`src/pkg/line_sync_perf_monitor_params.svh`:
```
// Constants for the line sync performance monitor
`ifndef LINE_SYNC_PERF_MONITOR_PARAMS_SVH
`define LINE_SYNC_PERF_MONITOR_PARAMS_SVH
`define CLK_HZ 25000000
`define CHECK_POLY 6'h03
`define CHECK_WIDTH 6
`define DECLARE_FRAMES 2'h3
`define CLEAR_FRAMES 2'h2
`define TICK_MS 100
`define TICK_CYCLES_DEFAULT ((`CLK_HZ / 1000) * `TICK_MS)
`define FAIL_DECLARE_TICKS 8'h19
`define FAIL_HOLD_TICKS 8'h14
`define FAIL_CLEAR_TICKS 8'h0A
`define ADDR_CTRL 12'h000
`define ADDR_STATUS 12'h004
`define ADDR_MASK 12'h008
`define ADDR_LIVE 12'h00C
`define ADDR_CV 12'h010
`define ADDR_ATTN_TH 12'h014
`define ADDR_SNR_TH 12'h018
`define ADDR_TICK_DIV 12'h01C
`define ADDR_CHK_RX 12'h020
`define BIT_CTRL_SYNC 0
`define BIT_CTRL_CVCLR 1
`define N_EVENTS 8
`define AXI_OKAY 2'h0
`define AXI_SLVERR 2'h2
`endif

```
`src/pkg/line_sync_perf_monitor_pkg.sv`:
```
// Types for the line sync performance monitor
package line_sync_perf_monitor_pkg;
  typedef enum logic {MODE_PLESIO, MODE_SYNC} sync_mode_t;
  typedef enum logic [1:0] {FAIL_IDLE, FAIL_PENDING, FAIL_ACTIVE, FAIL_CLEARING} fail_state_t;
endpackage : line_sync_perf_monitor_pkg

```
`src/rtl/frame_check_crc6.sv`:
```
// Serial 6-bit frame check code over the covered frame bits
`timescale 1ns/1ps
`default_nettype none
`include "line_sync_perf_monitor_params.svh"
module frame_check_crc6 (
  input wire logic clk_in,
  input wire logic srst_in,
  input wire logic start_in,
  input wire logic bit_valid_in,
  input wire logic bit_in,
  output logic [5:0] crc_out
);
  logic [5:0] crc_reg;
  wire feedback = crc_reg[5] ^ bit_in;
  // Remainder of m(D)*D^6 mod (D^6+D+1), first bit into the top
  wire [5:0] crc_shift = {crc_reg[4:0], 1'b0} ^ (feedback ? `CHECK_POLY : 6'h00);
  always_ff @(posedge clk_in) begin
    if (srst_in || start_in) begin
      crc_reg <= 6'h00;
    end else if (bit_valid_in) begin
      crc_reg <= crc_shift;
    end
  end
  assign crc_out = crc_reg;
endmodule : frame_check_crc6
`default_nettype wire

```
`src/rtl/frame_run_counter.sv`:
```
// Counts consecutive frames of a given kind, saturating
`timescale 1ns/1ps
`default_nettype none
module frame_run_counter (
  input wire logic clk_in,
  input wire logic srst_in,
  input wire logic frame_in,
  input wire logic hit_in,
  output logic [1:0] run_out
);
  logic [1:0] run_reg;
  always_ff @(posedge clk_in) begin
    if (srst_in) begin
      run_reg <= 2'h0;
    end else if (frame_in) begin
      run_reg <= !hit_in ? 2'h0 : (run_reg == 2'h3 ? 2'h3 : run_reg + 2'h1);
    end
  end
  assign run_out = run_reg;
endmodule : frame_run_counter
`default_nettype wire

```
`src/rtl/line_sync_perf_monitor.sv`:
```
// Receive-side sync-loss, check-code and defect monitor with AXI4-Lite registers
//
// Our own choices: the placing of the registers and the AXI4-Lite slave port.
`timescale 1ns/1ps
`default_nettype none
`include "line_sync_perf_monitor_params.svh"
module line_sync_perf_monitor (
  input wire logic clk_in,
  input wire logic srst_in,
  input wire logic frame_start_in,
  input wire logic cov_bit_valid_in,
  input wire logic cov_bit_in,
  input wire logic frame_end_in,
  input wire logic [5:0] frame_check_bits_in,
  input wire logic framing_err_in,
  input wire logic sync_word_err_in,
  input wire logic regen_mode_in,
  input wire logic dir_upstream_in,
  input wire logic regen_sync_loss_up_in,
  input wire logic regen_sync_loss_dn_in,
  input wire logic [7:0] loop_attn_in,
  input wire logic [7:0] snr_margin_in,
  input wire logic s_axi_awvalid,
  output logic s_axi_awready,
  input wire logic [11:0] s_axi_awaddr,
  input wire logic s_axi_wvalid,
  output logic s_axi_wready,
  input wire logic [31:0] s_axi_wdata,
  input wire logic [3:0] s_axi_wstrb,
  output logic s_axi_bvalid,
  input wire logic s_axi_bready,
  output logic [1:0] s_axi_bresp,
  input wire logic s_axi_arvalid,
  output logic s_axi_arready,
  input wire logic [11:0] s_axi_araddr,
  output logic s_axi_rvalid,
  input wire logic s_axi_rready,
  output logic [31:0] s_axi_rdata,
  output logic [1:0] s_axi_rresp,
  output logic check_anomaly_out,
  output logic sega_up_out,
  output logic sega_dn_out,
  output logic sync_word_loss_out,
  output logic segd_up_out,
  output logic segd_dn_out,
  output logic attn_defect_out,
  output logic snr_defect_out,
  output logic sync_loss_failure_out,
  output logic irq_out
);
  import line_sync_perf_monitor_pkg::*;

  // Control, threshold, status, counter and received-code registers
  logic ctrl_mode_reg;
  logic [7:0] attn_th_reg;
  logic [7:0] snr_th_reg;
  logic [31:0] tick_div_reg;
  logic [`N_EVENTS-1:0] status_reg;
  logic [`N_EVENTS-1:0] mask_reg;
  logic [31:0] cv_reg;
  logic [5:0] chk_rx_reg;

  // Check code path
  logic [5:0] crc_calc;
  frame_check_crc6 u_crc (
    .clk_in(clk_in),
    .srst_in(srst_in),
    .start_in(frame_start_in),
    .bit_valid_in(cov_bit_valid_in),
    .bit_in(cov_bit_in),
    .crc_out(crc_calc)
  );
  // The code of one frame travels in the next, so compare at the next frame end
  logic [5:0] crc_prev_reg;
  logic crc_prev_valid_reg;
  wire anomaly_now = frame_end_in && crc_prev_valid_reg && (crc_prev_reg != frame_check_bits_in);
  logic anomaly_reg;
  logic sega_up_reg;
  logic sega_dn_reg;
  always_ff @(posedge clk_in) begin
    if (srst_in) begin
      crc_prev_reg <= 6'h00;
      crc_prev_valid_reg <= 1'b0;
      anomaly_reg <= 1'b0;
      sega_up_reg <= 1'b0;
      sega_dn_reg <= 1'b0;
      chk_rx_reg <= 6'h00;
    end else begin
      anomaly_reg <= anomaly_now;
      sega_up_reg <= anomaly_now && regen_mode_in && dir_upstream_in;
      sega_dn_reg <= anomaly_now && regen_mode_in && !dir_upstream_in;
      if (frame_end_in) begin
        crc_prev_reg <= crc_calc;
        crc_prev_valid_reg <= 1'b1;
        chk_rx_reg <= frame_check_bits_in;
      end
    end
  end

  // Sync-loss defect
  wire frame_bad = (ctrl_mode_reg == MODE_SYNC) ? sync_word_err_in : framing_err_in;
  logic [1:0] bad_run;
  logic [1:0] good_run;
  frame_run_counter u_bad (
    .clk_in(clk_in),
    .srst_in(srst_in),
    .frame_in(frame_end_in),
    .hit_in(frame_bad),
    .run_out(bad_run)
  );
  frame_run_counter u_good (
    .clk_in(clk_in),
    .srst_in(srst_in),
    .frame_in(frame_end_in),
    .hit_in(!frame_bad),
    .run_out(good_run)
  );
  logic sync_word_loss_reg;
  // Same thresholds in both modes; the mode only picks which bits count as errors
  wire sync_word_loss_set = frame_end_in && frame_bad && (bad_run >= `DECLARE_FRAMES - 2'h1);
  wire sync_word_loss_clr = frame_end_in && !frame_bad && (good_run >= `CLEAR_FRAMES - 2'h1);
  always_ff @(posedge clk_in) begin
    if (srst_in) begin
      sync_word_loss_reg <= 1'b0;
    end else if (sync_word_loss_set) begin
      sync_word_loss_reg <= 1'b1;
    end else if (sync_word_loss_clr) begin
      sync_word_loss_reg <= 1'b0;
    end
  end

  // Segment defects follow the regenerator sync-loss inputs, ORed in regen mode with sync_word_loss on the dir_upstream_in side
  logic [1:0] segd_reg;
  wire segd_up_next = (regen_mode_in && dir_upstream_in && sync_word_loss_reg) || regen_sync_loss_up_in;
  wire segd_dn_next = (regen_mode_in && !dir_upstream_in && sync_word_loss_reg) || regen_sync_loss_dn_in;
  logic attn_reg;
  logic snr_reg;
  always_ff @(posedge clk_in) begin
    if (srst_in) begin
      segd_reg <= 2'h0;
      attn_reg <= 1'b0;
      snr_reg <= 1'b0;
    end else begin
      segd_reg <= {segd_dn_next, segd_up_next};
      attn_reg <= loop_attn_in > attn_th_reg;
      snr_reg <= snr_margin_in < snr_th_reg;
    end
  end

  // Tick divider counts up, so a shorter period written by software applies at once
  logic [31:0] tick_cnt_reg;
  wire tick = (tick_cnt_reg >= tick_div_reg);
  always_ff @(posedge clk_in) begin
    if (srst_in) begin
      tick_cnt_reg <= 32'h0;
    end else begin
      tick_cnt_reg <= tick ? 32'h0 : tick_cnt_reg + 32'h1;
    end
  end

  // Failure timing in ticks: declare after 2.5 s, hold 2 s, clear 1 s after defect ends
  fail_state_t fail_state_reg;
  logic [7:0] fail_cnt_reg;
  logic fail_reg;
  always_ff @(posedge clk_in) begin
    if (srst_in) begin
      fail_state_reg <= FAIL_IDLE;
      fail_cnt_reg <= 8'h00;
      fail_reg <= 1'b0;
    end else begin
      unique case (fail_state_reg)
        FAIL_IDLE: begin
          fail_cnt_reg <= 8'h00;
          if (sync_word_loss_reg) begin
            fail_state_reg <= FAIL_PENDING;
          end
        end
        FAIL_PENDING: begin
          if (!sync_word_loss_reg) begin
            fail_state_reg <= FAIL_IDLE;
          end else if (tick) begin
            if (fail_cnt_reg + 8'h01 >= `FAIL_DECLARE_TICKS) begin
              fail_state_reg <= FAIL_ACTIVE;
              fail_reg <= 1'b1;
              fail_cnt_reg <= 8'h00;
            end else begin
              fail_cnt_reg <= fail_cnt_reg + 8'h01;
            end
          end
        end
        FAIL_ACTIVE: begin
          if (tick && fail_cnt_reg < `FAIL_HOLD_TICKS) begin
            fail_cnt_reg <= fail_cnt_reg + 8'h01;
          end
          if (fail_cnt_reg >= `FAIL_HOLD_TICKS && !sync_word_loss_reg) begin
            fail_state_reg <= FAIL_CLEARING;
            fail_cnt_reg <= 8'h00;
          end
        end
        FAIL_CLEARING: begin
          if (sync_word_loss_reg) begin
            fail_state_reg <= FAIL_ACTIVE;
            fail_cnt_reg <= `FAIL_HOLD_TICKS;
          end else if (tick) begin
            if (fail_cnt_reg + 8'h01 >= `FAIL_CLEAR_TICKS) begin
              fail_state_reg <= FAIL_IDLE;
              fail_reg <= 1'b0;
            end else begin
              fail_cnt_reg <= fail_cnt_reg + 8'h01;
            end
          end
        end
      endcase
    end
  end

  // Interrupt events: anomaly, sega up/dn, sync_word_loss rise, segd rise, attn rise, snr rise, failure rise
  logic [`N_EVENTS-1:0] live_prev_reg;
  wire [`N_EVENTS-1:0] live = {fail_reg, snr_reg, attn_reg, |segd_reg, sync_word_loss_reg, sega_dn_reg, sega_up_reg, anomaly_reg};
  wire [`N_EVENTS-1:0] events = live & ~live_prev_reg;

  // AXI4-Lite slave: write address and data taken in either order
  logic aw_held_reg;
  logic w_held_reg;
  logic [11:0] aw_addr_reg;
  logic [31:0] w_data_reg;
  logic [3:0] w_strb_reg;
  logic bvalid_reg;
  logic [1:0] bresp_reg;
  logic rvalid_reg;
  logic [31:0] rdata_reg;
  logic [1:0] rresp_reg;
  assign s_axi_awready = !aw_held_reg && !bvalid_reg;
  assign s_axi_wready = !w_held_reg && !bvalid_reg;
  assign s_axi_arready = !rvalid_reg;
  wire aw_have = aw_held_reg || (s_axi_awvalid && s_axi_awready);
  wire w_have = w_held_reg || (s_axi_wvalid && s_axi_wready);
  wire [11:0] wr_addr = aw_held_reg ? aw_addr_reg : s_axi_awaddr;
  wire [31:0] wr_data = w_held_reg ? w_data_reg : s_axi_wdata;
  wire [3:0] wr_strb = w_held_reg ? w_strb_reg : s_axi_wstrb;
  wire wr_fire = aw_have && w_have && !bvalid_reg;
  wire wr_map = (wr_addr == `ADDR_CTRL) || (wr_addr == `ADDR_MASK) || (wr_addr == `ADDR_ATTN_TH) ||
                (wr_addr == `ADDR_SNR_TH) || (wr_addr == `ADDR_TICK_DIV);
  wire rd_fire = s_axi_arvalid && s_axi_arready;
  wire rd_status = rd_fire && (s_axi_araddr == `ADDR_STATUS);
  wire cv_clear = wr_fire && (wr_addr == `ADDR_CTRL) && wr_strb[0] && wr_data[`BIT_CTRL_CVCLR];
  logic [31:0] rd_value;
  logic rd_ok;
  always_comb begin
    rd_value = 32'h0;
    rd_ok = 1'b1;
    case (s_axi_araddr)
      `ADDR_CTRL: rd_value = {31'h0, ctrl_mode_reg};
      `ADDR_STATUS: rd_value = {24'h0, status_reg};
      `ADDR_MASK: rd_value = {24'h0, mask_reg};
      `ADDR_LIVE: rd_value = {24'h0, fail_reg, snr_reg, attn_reg, segd_reg[1], segd_reg[0], sync_word_loss_reg, 2'h0};
      `ADDR_CV: rd_value = cv_reg;
      `ADDR_ATTN_TH: rd_value = {24'h0, attn_th_reg};
      `ADDR_SNR_TH: rd_value = {24'h0, snr_th_reg};
      `ADDR_TICK_DIV: rd_value = tick_div_reg;
      `ADDR_CHK_RX: rd_value = {26'h0, chk_rx_reg};
      default: rd_ok = 1'b0;
    endcase
  end

  always_ff @(posedge clk_in) begin
    if (srst_in) begin
      aw_held_reg <= 1'b0;
      w_held_reg <= 1'b0;
      aw_addr_reg <= 12'h000;
      w_data_reg <= 32'h0;
      w_strb_reg <= 4'h0;
      bvalid_reg <= 1'b0;
      bresp_reg <= `AXI_OKAY;
    end else begin
      if (wr_fire) begin
        aw_held_reg <= 1'b0;
        w_held_reg <= 1'b0;
        bvalid_reg <= 1'b1;
        bresp_reg <= wr_map ? `AXI_OKAY : `AXI_SLVERR;
      end else begin
        if (s_axi_awvalid && s_axi_awready) begin
          aw_held_reg <= 1'b1;
          aw_addr_reg <= s_axi_awaddr;
        end
        if (s_axi_wvalid && s_axi_wready) begin
          w_held_reg <= 1'b1;
          w_data_reg <= s_axi_wdata;
          w_strb_reg <= s_axi_wstrb;
        end
        if (bvalid_reg && s_axi_bready) begin
          bvalid_reg <= 1'b0;
        end
      end
    end
  end

  always_ff @(posedge clk_in) begin
    if (srst_in) begin
      rvalid_reg <= 1'b0;
      rdata_reg <= 32'h0;
      rresp_reg <= `AXI_OKAY;
    end else if (rd_fire) begin
      rvalid_reg <= 1'b1;
      rdata_reg <= rd_value;
      rresp_reg <= rd_ok ? `AXI_OKAY : `AXI_SLVERR;
    end else if (rvalid_reg && s_axi_rready) begin
      rvalid_reg <= 1'b0;
    end
  end

  // Register writes, status and counter
  always_ff @(posedge clk_in) begin
    if (srst_in) begin
      ctrl_mode_reg <= MODE_PLESIO;
      mask_reg <= 8'h00;
      attn_th_reg <= 8'hFF;
      snr_th_reg <= 8'h00;
      tick_div_reg <= 32'(`TICK_CYCLES_DEFAULT - 1);
      status_reg <= 8'h00;
      live_prev_reg <= 8'h00;
      cv_reg <= 32'h0;
    end else begin
      live_prev_reg <= live;
      // Set wins over the read-clear
      status_reg <= (rd_status ? 8'h00 : status_reg) | events;
      // An anomaly in the clearing cycle is counted from zero
      if (cv_clear) begin
        cv_reg <= {31'h0, anomaly_reg};
      end else if (anomaly_reg) begin
        cv_reg <= cv_reg + 32'h1;
      end
      if (wr_fire && wr_strb[0]) begin
        if (wr_addr == `ADDR_CTRL) begin
          ctrl_mode_reg <= sync_mode_t'(wr_data[`BIT_CTRL_SYNC]);
        end
        if (wr_addr == `ADDR_MASK) begin
          mask_reg <= wr_data[7:0];
        end
        if (wr_addr == `ADDR_ATTN_TH) begin
          attn_th_reg <= wr_data[7:0];
        end
        if (wr_addr == `ADDR_SNR_TH) begin
          snr_th_reg <= wr_data[7:0];
        end
      end
      if (wr_fire && wr_addr == `ADDR_TICK_DIV) begin
        tick_div_reg <= {wr_strb[3] ? wr_data[31:24] : tick_div_reg[31:24],
                         wr_strb[2] ? wr_data[23:16] : tick_div_reg[23:16],
                         wr_strb[1] ? wr_data[15:8] : tick_div_reg[15:8],
                         wr_strb[0] ? wr_data[7:0] : tick_div_reg[7:0]};
      end
    end
  end

  assign s_axi_bvalid = bvalid_reg;
  assign s_axi_bresp = bresp_reg;
  assign s_axi_rvalid = rvalid_reg;
  assign s_axi_rdata = rdata_reg;
  assign s_axi_rresp = rresp_reg;
  assign check_anomaly_out = anomaly_reg;
  assign sega_up_out = sega_up_reg;
  assign sega_dn_out = sega_dn_reg;
  assign sync_word_loss_out = sync_word_loss_reg;
  assign segd_up_out = segd_reg[0];
  assign segd_dn_out = segd_reg[1];
  assign attn_defect_out = attn_reg;
  assign snr_defect_out = snr_reg;
  assign sync_loss_failure_out = fail_reg;
  assign irq_out = |(status_reg & mask_reg);
endmodule : line_sync_perf_monitor
`default_nettype wire

```
`config.mk`:
```
export PLATFORM = sky130hd
export DESIGN_NAME = line_sync_perf_monitor
export DESIGN_NICKNAME = d
export VERILOG_FILES = /design/src/pkg/line_sync_perf_monitor_pkg.sv /design/src/rtl/frame_check_crc6.sv /design/src/rtl/frame_run_counter.sv /design/src/rtl/line_sync_perf_monitor.sv
export VERILOG_INCLUDE_DIRS = /design/src /design/src/pkg
export SDC_FILE = /design/constraint.sdc
export NUM_CORES = 1
export LEC_CHECK = 0
export BUFFER_PORTS_ARGS = -buffer_cell sky130_fd_sc_hd__buf_2
export CAP_MARGIN = 30
export CORE_MARGIN = 2
export CORE_UTILIZATION = 35
export CTS_CLUSTER_DIAMETER = 120
export DETAILED_ROUTE_END_ITERATION = 6
export SETUP_SLACK_MARGIN = 0.2
export SLEW_MARGIN = 10
export SYNTH_ARGS = -nofsm -noshare
export SYNTH_HDL_FRONTEND = slang
export SYNTH_SLANG_ARGS = --single-unit
```
`constraint.sdc`:
```
create_clock -name clk_in -period 2.8 [get_ports clk_in]
set_clock_uncertainty 0.05 [all_clocks]
set_input_delay 0.14 -clock clk_in [delete_from_list [all_inputs] [get_ports clk_in]]
set_output_delay 0.14 -clock clk_in [all_outputs]
set_load 0.01 [all_outputs]
```
==> impl_results.md <==
* Post-Synthesis Cells at 1,433
* Crit Path Max Fanout at 7
* Critical path endpoint category: flop
* ANT nets after route at 0
* Ys Warns at 0
* Largest net degree at the start of global routing at 69
* Count of unique library cells instantiated by Yosys at 68
* Fillcell total at 3,416
* CP Cell Sequence: inv_2 -> ha_4 -> nand4_1 -> nor3_2 -> or4b_4 -> a31oi_4 -> buf_6 -> o2bb2ai_4 -> o211a_4 -> o21ai_1 -> a21oi_1
* Via/cell ratio at 5.114
* Max incr delay on CP at 0.52 ns
* H-tree level count at 1
* Post-synth top cells: dfxtp_1, nor2_1, nand2_1, mux2i_1, inv_1
* Max IR drop VDD at 472.9 uV
* Layout cell share with drive strength beyond 1 at 0.1860
* Post-synth EDFFs at 0
* Reg2Reg Setup Slack at 0.15 ns
* DRC at 0
* Setup TNS at 0 ns
* Area contributors post-synth: dfxtp_1, mux2i_1, nor2_1
* Slew headroom at 0.3505
* Port buffer count at 147
* Number of global-route vias before repair at 10,270
* Grt ovf at 0
* Sink Count at 265
* RSZ-0062 raised after global routing: yes
* Final max-slew violation count at 0
* Overall global routing resource usage at 0.1847
* Buffer and inverter count on the worst path at 2
* CTS buffer count at 30
* CTS clk-pin slew, worst paths at 0.06 ns
* Via Count at 10,910
* Dpl hpwl at 24,360 um
* Max Cap Viol at 0
* Drt total wl at 35,100 um
* Clock Latency Late Sink at 0.57 ns
* Core Box Area at 0.03531 sq mm
* Fmax at 376.8 MHz
* Main flop type after synthesis: dfxtp_1
* CTS root buf: clkbuf_16
* Final Util at 0.4477
* Final setup viols at 0
* Worst Max-Slew Pin Slew at 0.9743 ns
* Multi-input logic area at 0.006835 sq mm
* Die area at 0.03719 sq mm
* Iter 0 DRT Violations at 584
* Worst path arrival time at 3.01 ns
* Critical path's top delay family: simple AND/OR/NAND/NOR gates
* Die extent in y at 192.8 um
* Most frequent cell after synthesis: dfxtp_1
* Die Wd at 192.8 um
* PwrDens at 527.3 mW/mm^2
* Syn_area_per_cell at 8.710 sq um
* Register area at 0.005335 sq mm
* Slowest stage cell, crit path: or4b_4
* Synth area leader: dfxtp_1
* CTS tree: yes
* LEAKAGE at 0.006590 uW
* Async set or reset register ratio after synthesis at 0
* Area grow syn2layout at 26.65%
* Setup CP Type: flop to flop
* Ports at 150
* Fin crit period at 2.654 ns
* Worst setup SP type: flop
* Dpl ws at 0.06685 ns
* Avg WL per Cell at 16.46 um
* Yosys reg bits at 265
* Initial Utilization at 0.3535
* Yosys top cell area share at 0.4250
* Initial antenna violation count at 0
* Synth Cell Area at 0.01248 sq mm
* Sequential share of the synthesized area at 0.4250
* Fin nets at 1,804
* Final worst slack at 0.1459 ns
* Status: finished, final reports clean
* Final Hold Fails at 0
* First-pass DRT Iterations at 7
* Site row count at 69
* Post-layout instance count excluding filler cells at 2,133
* Fin crit share at 0.9479
* Global-route wire length before repair at 54,870 um
* Longest Clk Path Bufs at 3
* Worst Path Required at 3.15 ns
* RePlAce Congestion at 0.8433
* Placed cells at 1,990
* Min-delay worst type: input port to flop
* Antenna diodes at 0
[area by class of cell]
type / instances / share of cell area
inverter: 73 / 0.01733
sequential: 265 / 0.3375
multi-input combinational: 1020 / 0.4324
timing repair buffer: 262 / 0.1171
clock inverter: 2 / 0.001345
tap: 461 / 0.03649
clock buffer: 50 / 0.05793
[power by group]
group | internal [uW] | total [uW] | switching [uW]
sequential | 3850 | 3910 | 61.8
clock | 2200 | 3740 | 1540
combinational | 307 | 690 | 383
[worst reg2reg max path, stage by stage, from the launching register on]
cell	delay, ns
dfxtp_2	0.34
inv_2	0.05
ha_4	0.26
nand4_1	0.13
nor3_2	0.31
or4b_4	0.52
a31oi_4	0.21
buf_6	0.15
o2bb2ai_4	0.07
o211a_4	0.18
o21ai_1	0.14
a21oi_1	0.07
[through the flow]
| step | hold slack [ns] | area [sq um] | power, uW |
|---|---|---|---|
| 5_1_grt | 0.03987 | 15810 | 8653 |
| 2_1_floorplan | 0.1732 | 12490 | 4333 |
| 6_report | 0.01617 | 15810 | 8336 |
| 4_1_cts | 0.007996 | 15520 | 8416 |
| 3_5_place_dp | 0.2838 | 13700 | 4582 |
| 3_3_place_gp | 0.2770 | 13700 | 4571 |
[final timing paths]
path | start | to | depth (start not counted)
worst max-delay path | tick_div_reg[13] | fail_cnt_reg[4] | 11
worst min-delay path | cov_bit_in | u_crc.crc_out[1] | 5
worst max register to register | tick_div_reg[13] | fail_cnt_reg[4] | 11
worst min register to register | live_prev_reg[3] | status_reg[3] | 1
[cell families after synthesis]
kind of cell    Yosys count  share of synthesized area
mux                      96                    0.07789
flops                   265                     0.4250
xor+xnor                 71                    0.04982
buf+inv                 150                    0.04902
fa+ha+maj                53                    0.05313
simple gates            530                     0.1950
compound gates          267                     0.1499
other cells               1                  0.0003004
[repair_timing]
item	CTS	global route
cloned	1	0
hold buffers	78	0
hold endpoints to repair	106	0
endpoints found under the setup margin	29	103
setup buffers	2	10
pin swaps	8	19
resized for setup	19	50
[placed cells by master, fill, tap and decap left out, types with 5 or more instances in the layout]
cell and count:
ha_4 8, nor2_1 208, xor2_1 40, a22oi_1 49, nand3_1 40, nand2_1 141, buf_4 33, dlygate4sd3_1 78
dfxtp_1 241, nor3_1 15, a211oi_1 32, o211ai_1 12, nor2b_1 15, o21ai_0 15, a31oi_1 6, and3_1 18
inv_1 69, a221oi_1 5, mux2i_1 87, mux2_2 9, clkbuf_1 11, nor4_1 8, xnor2_1 31, clkbuf_8 9
nand4_1 19, clkbuf_16 30, and2_1 9, ha_1 45, dfxtp_2 24, a21oi_1 65, nand2b_1 10, and4_1 7
a22o_1 35, a21o_1 11, buf_2 146
[routing by layer]
metal  part of all wire  up-vias  track usage
li1                   -     5433            -
met1               0.47     5176       0.2555
met2               0.46      256       0.3014
met3              0.055       44      0.02910
met4              0.020        0      0.04228
met5                  0        -            0
(Power assumes the default switching activity.)
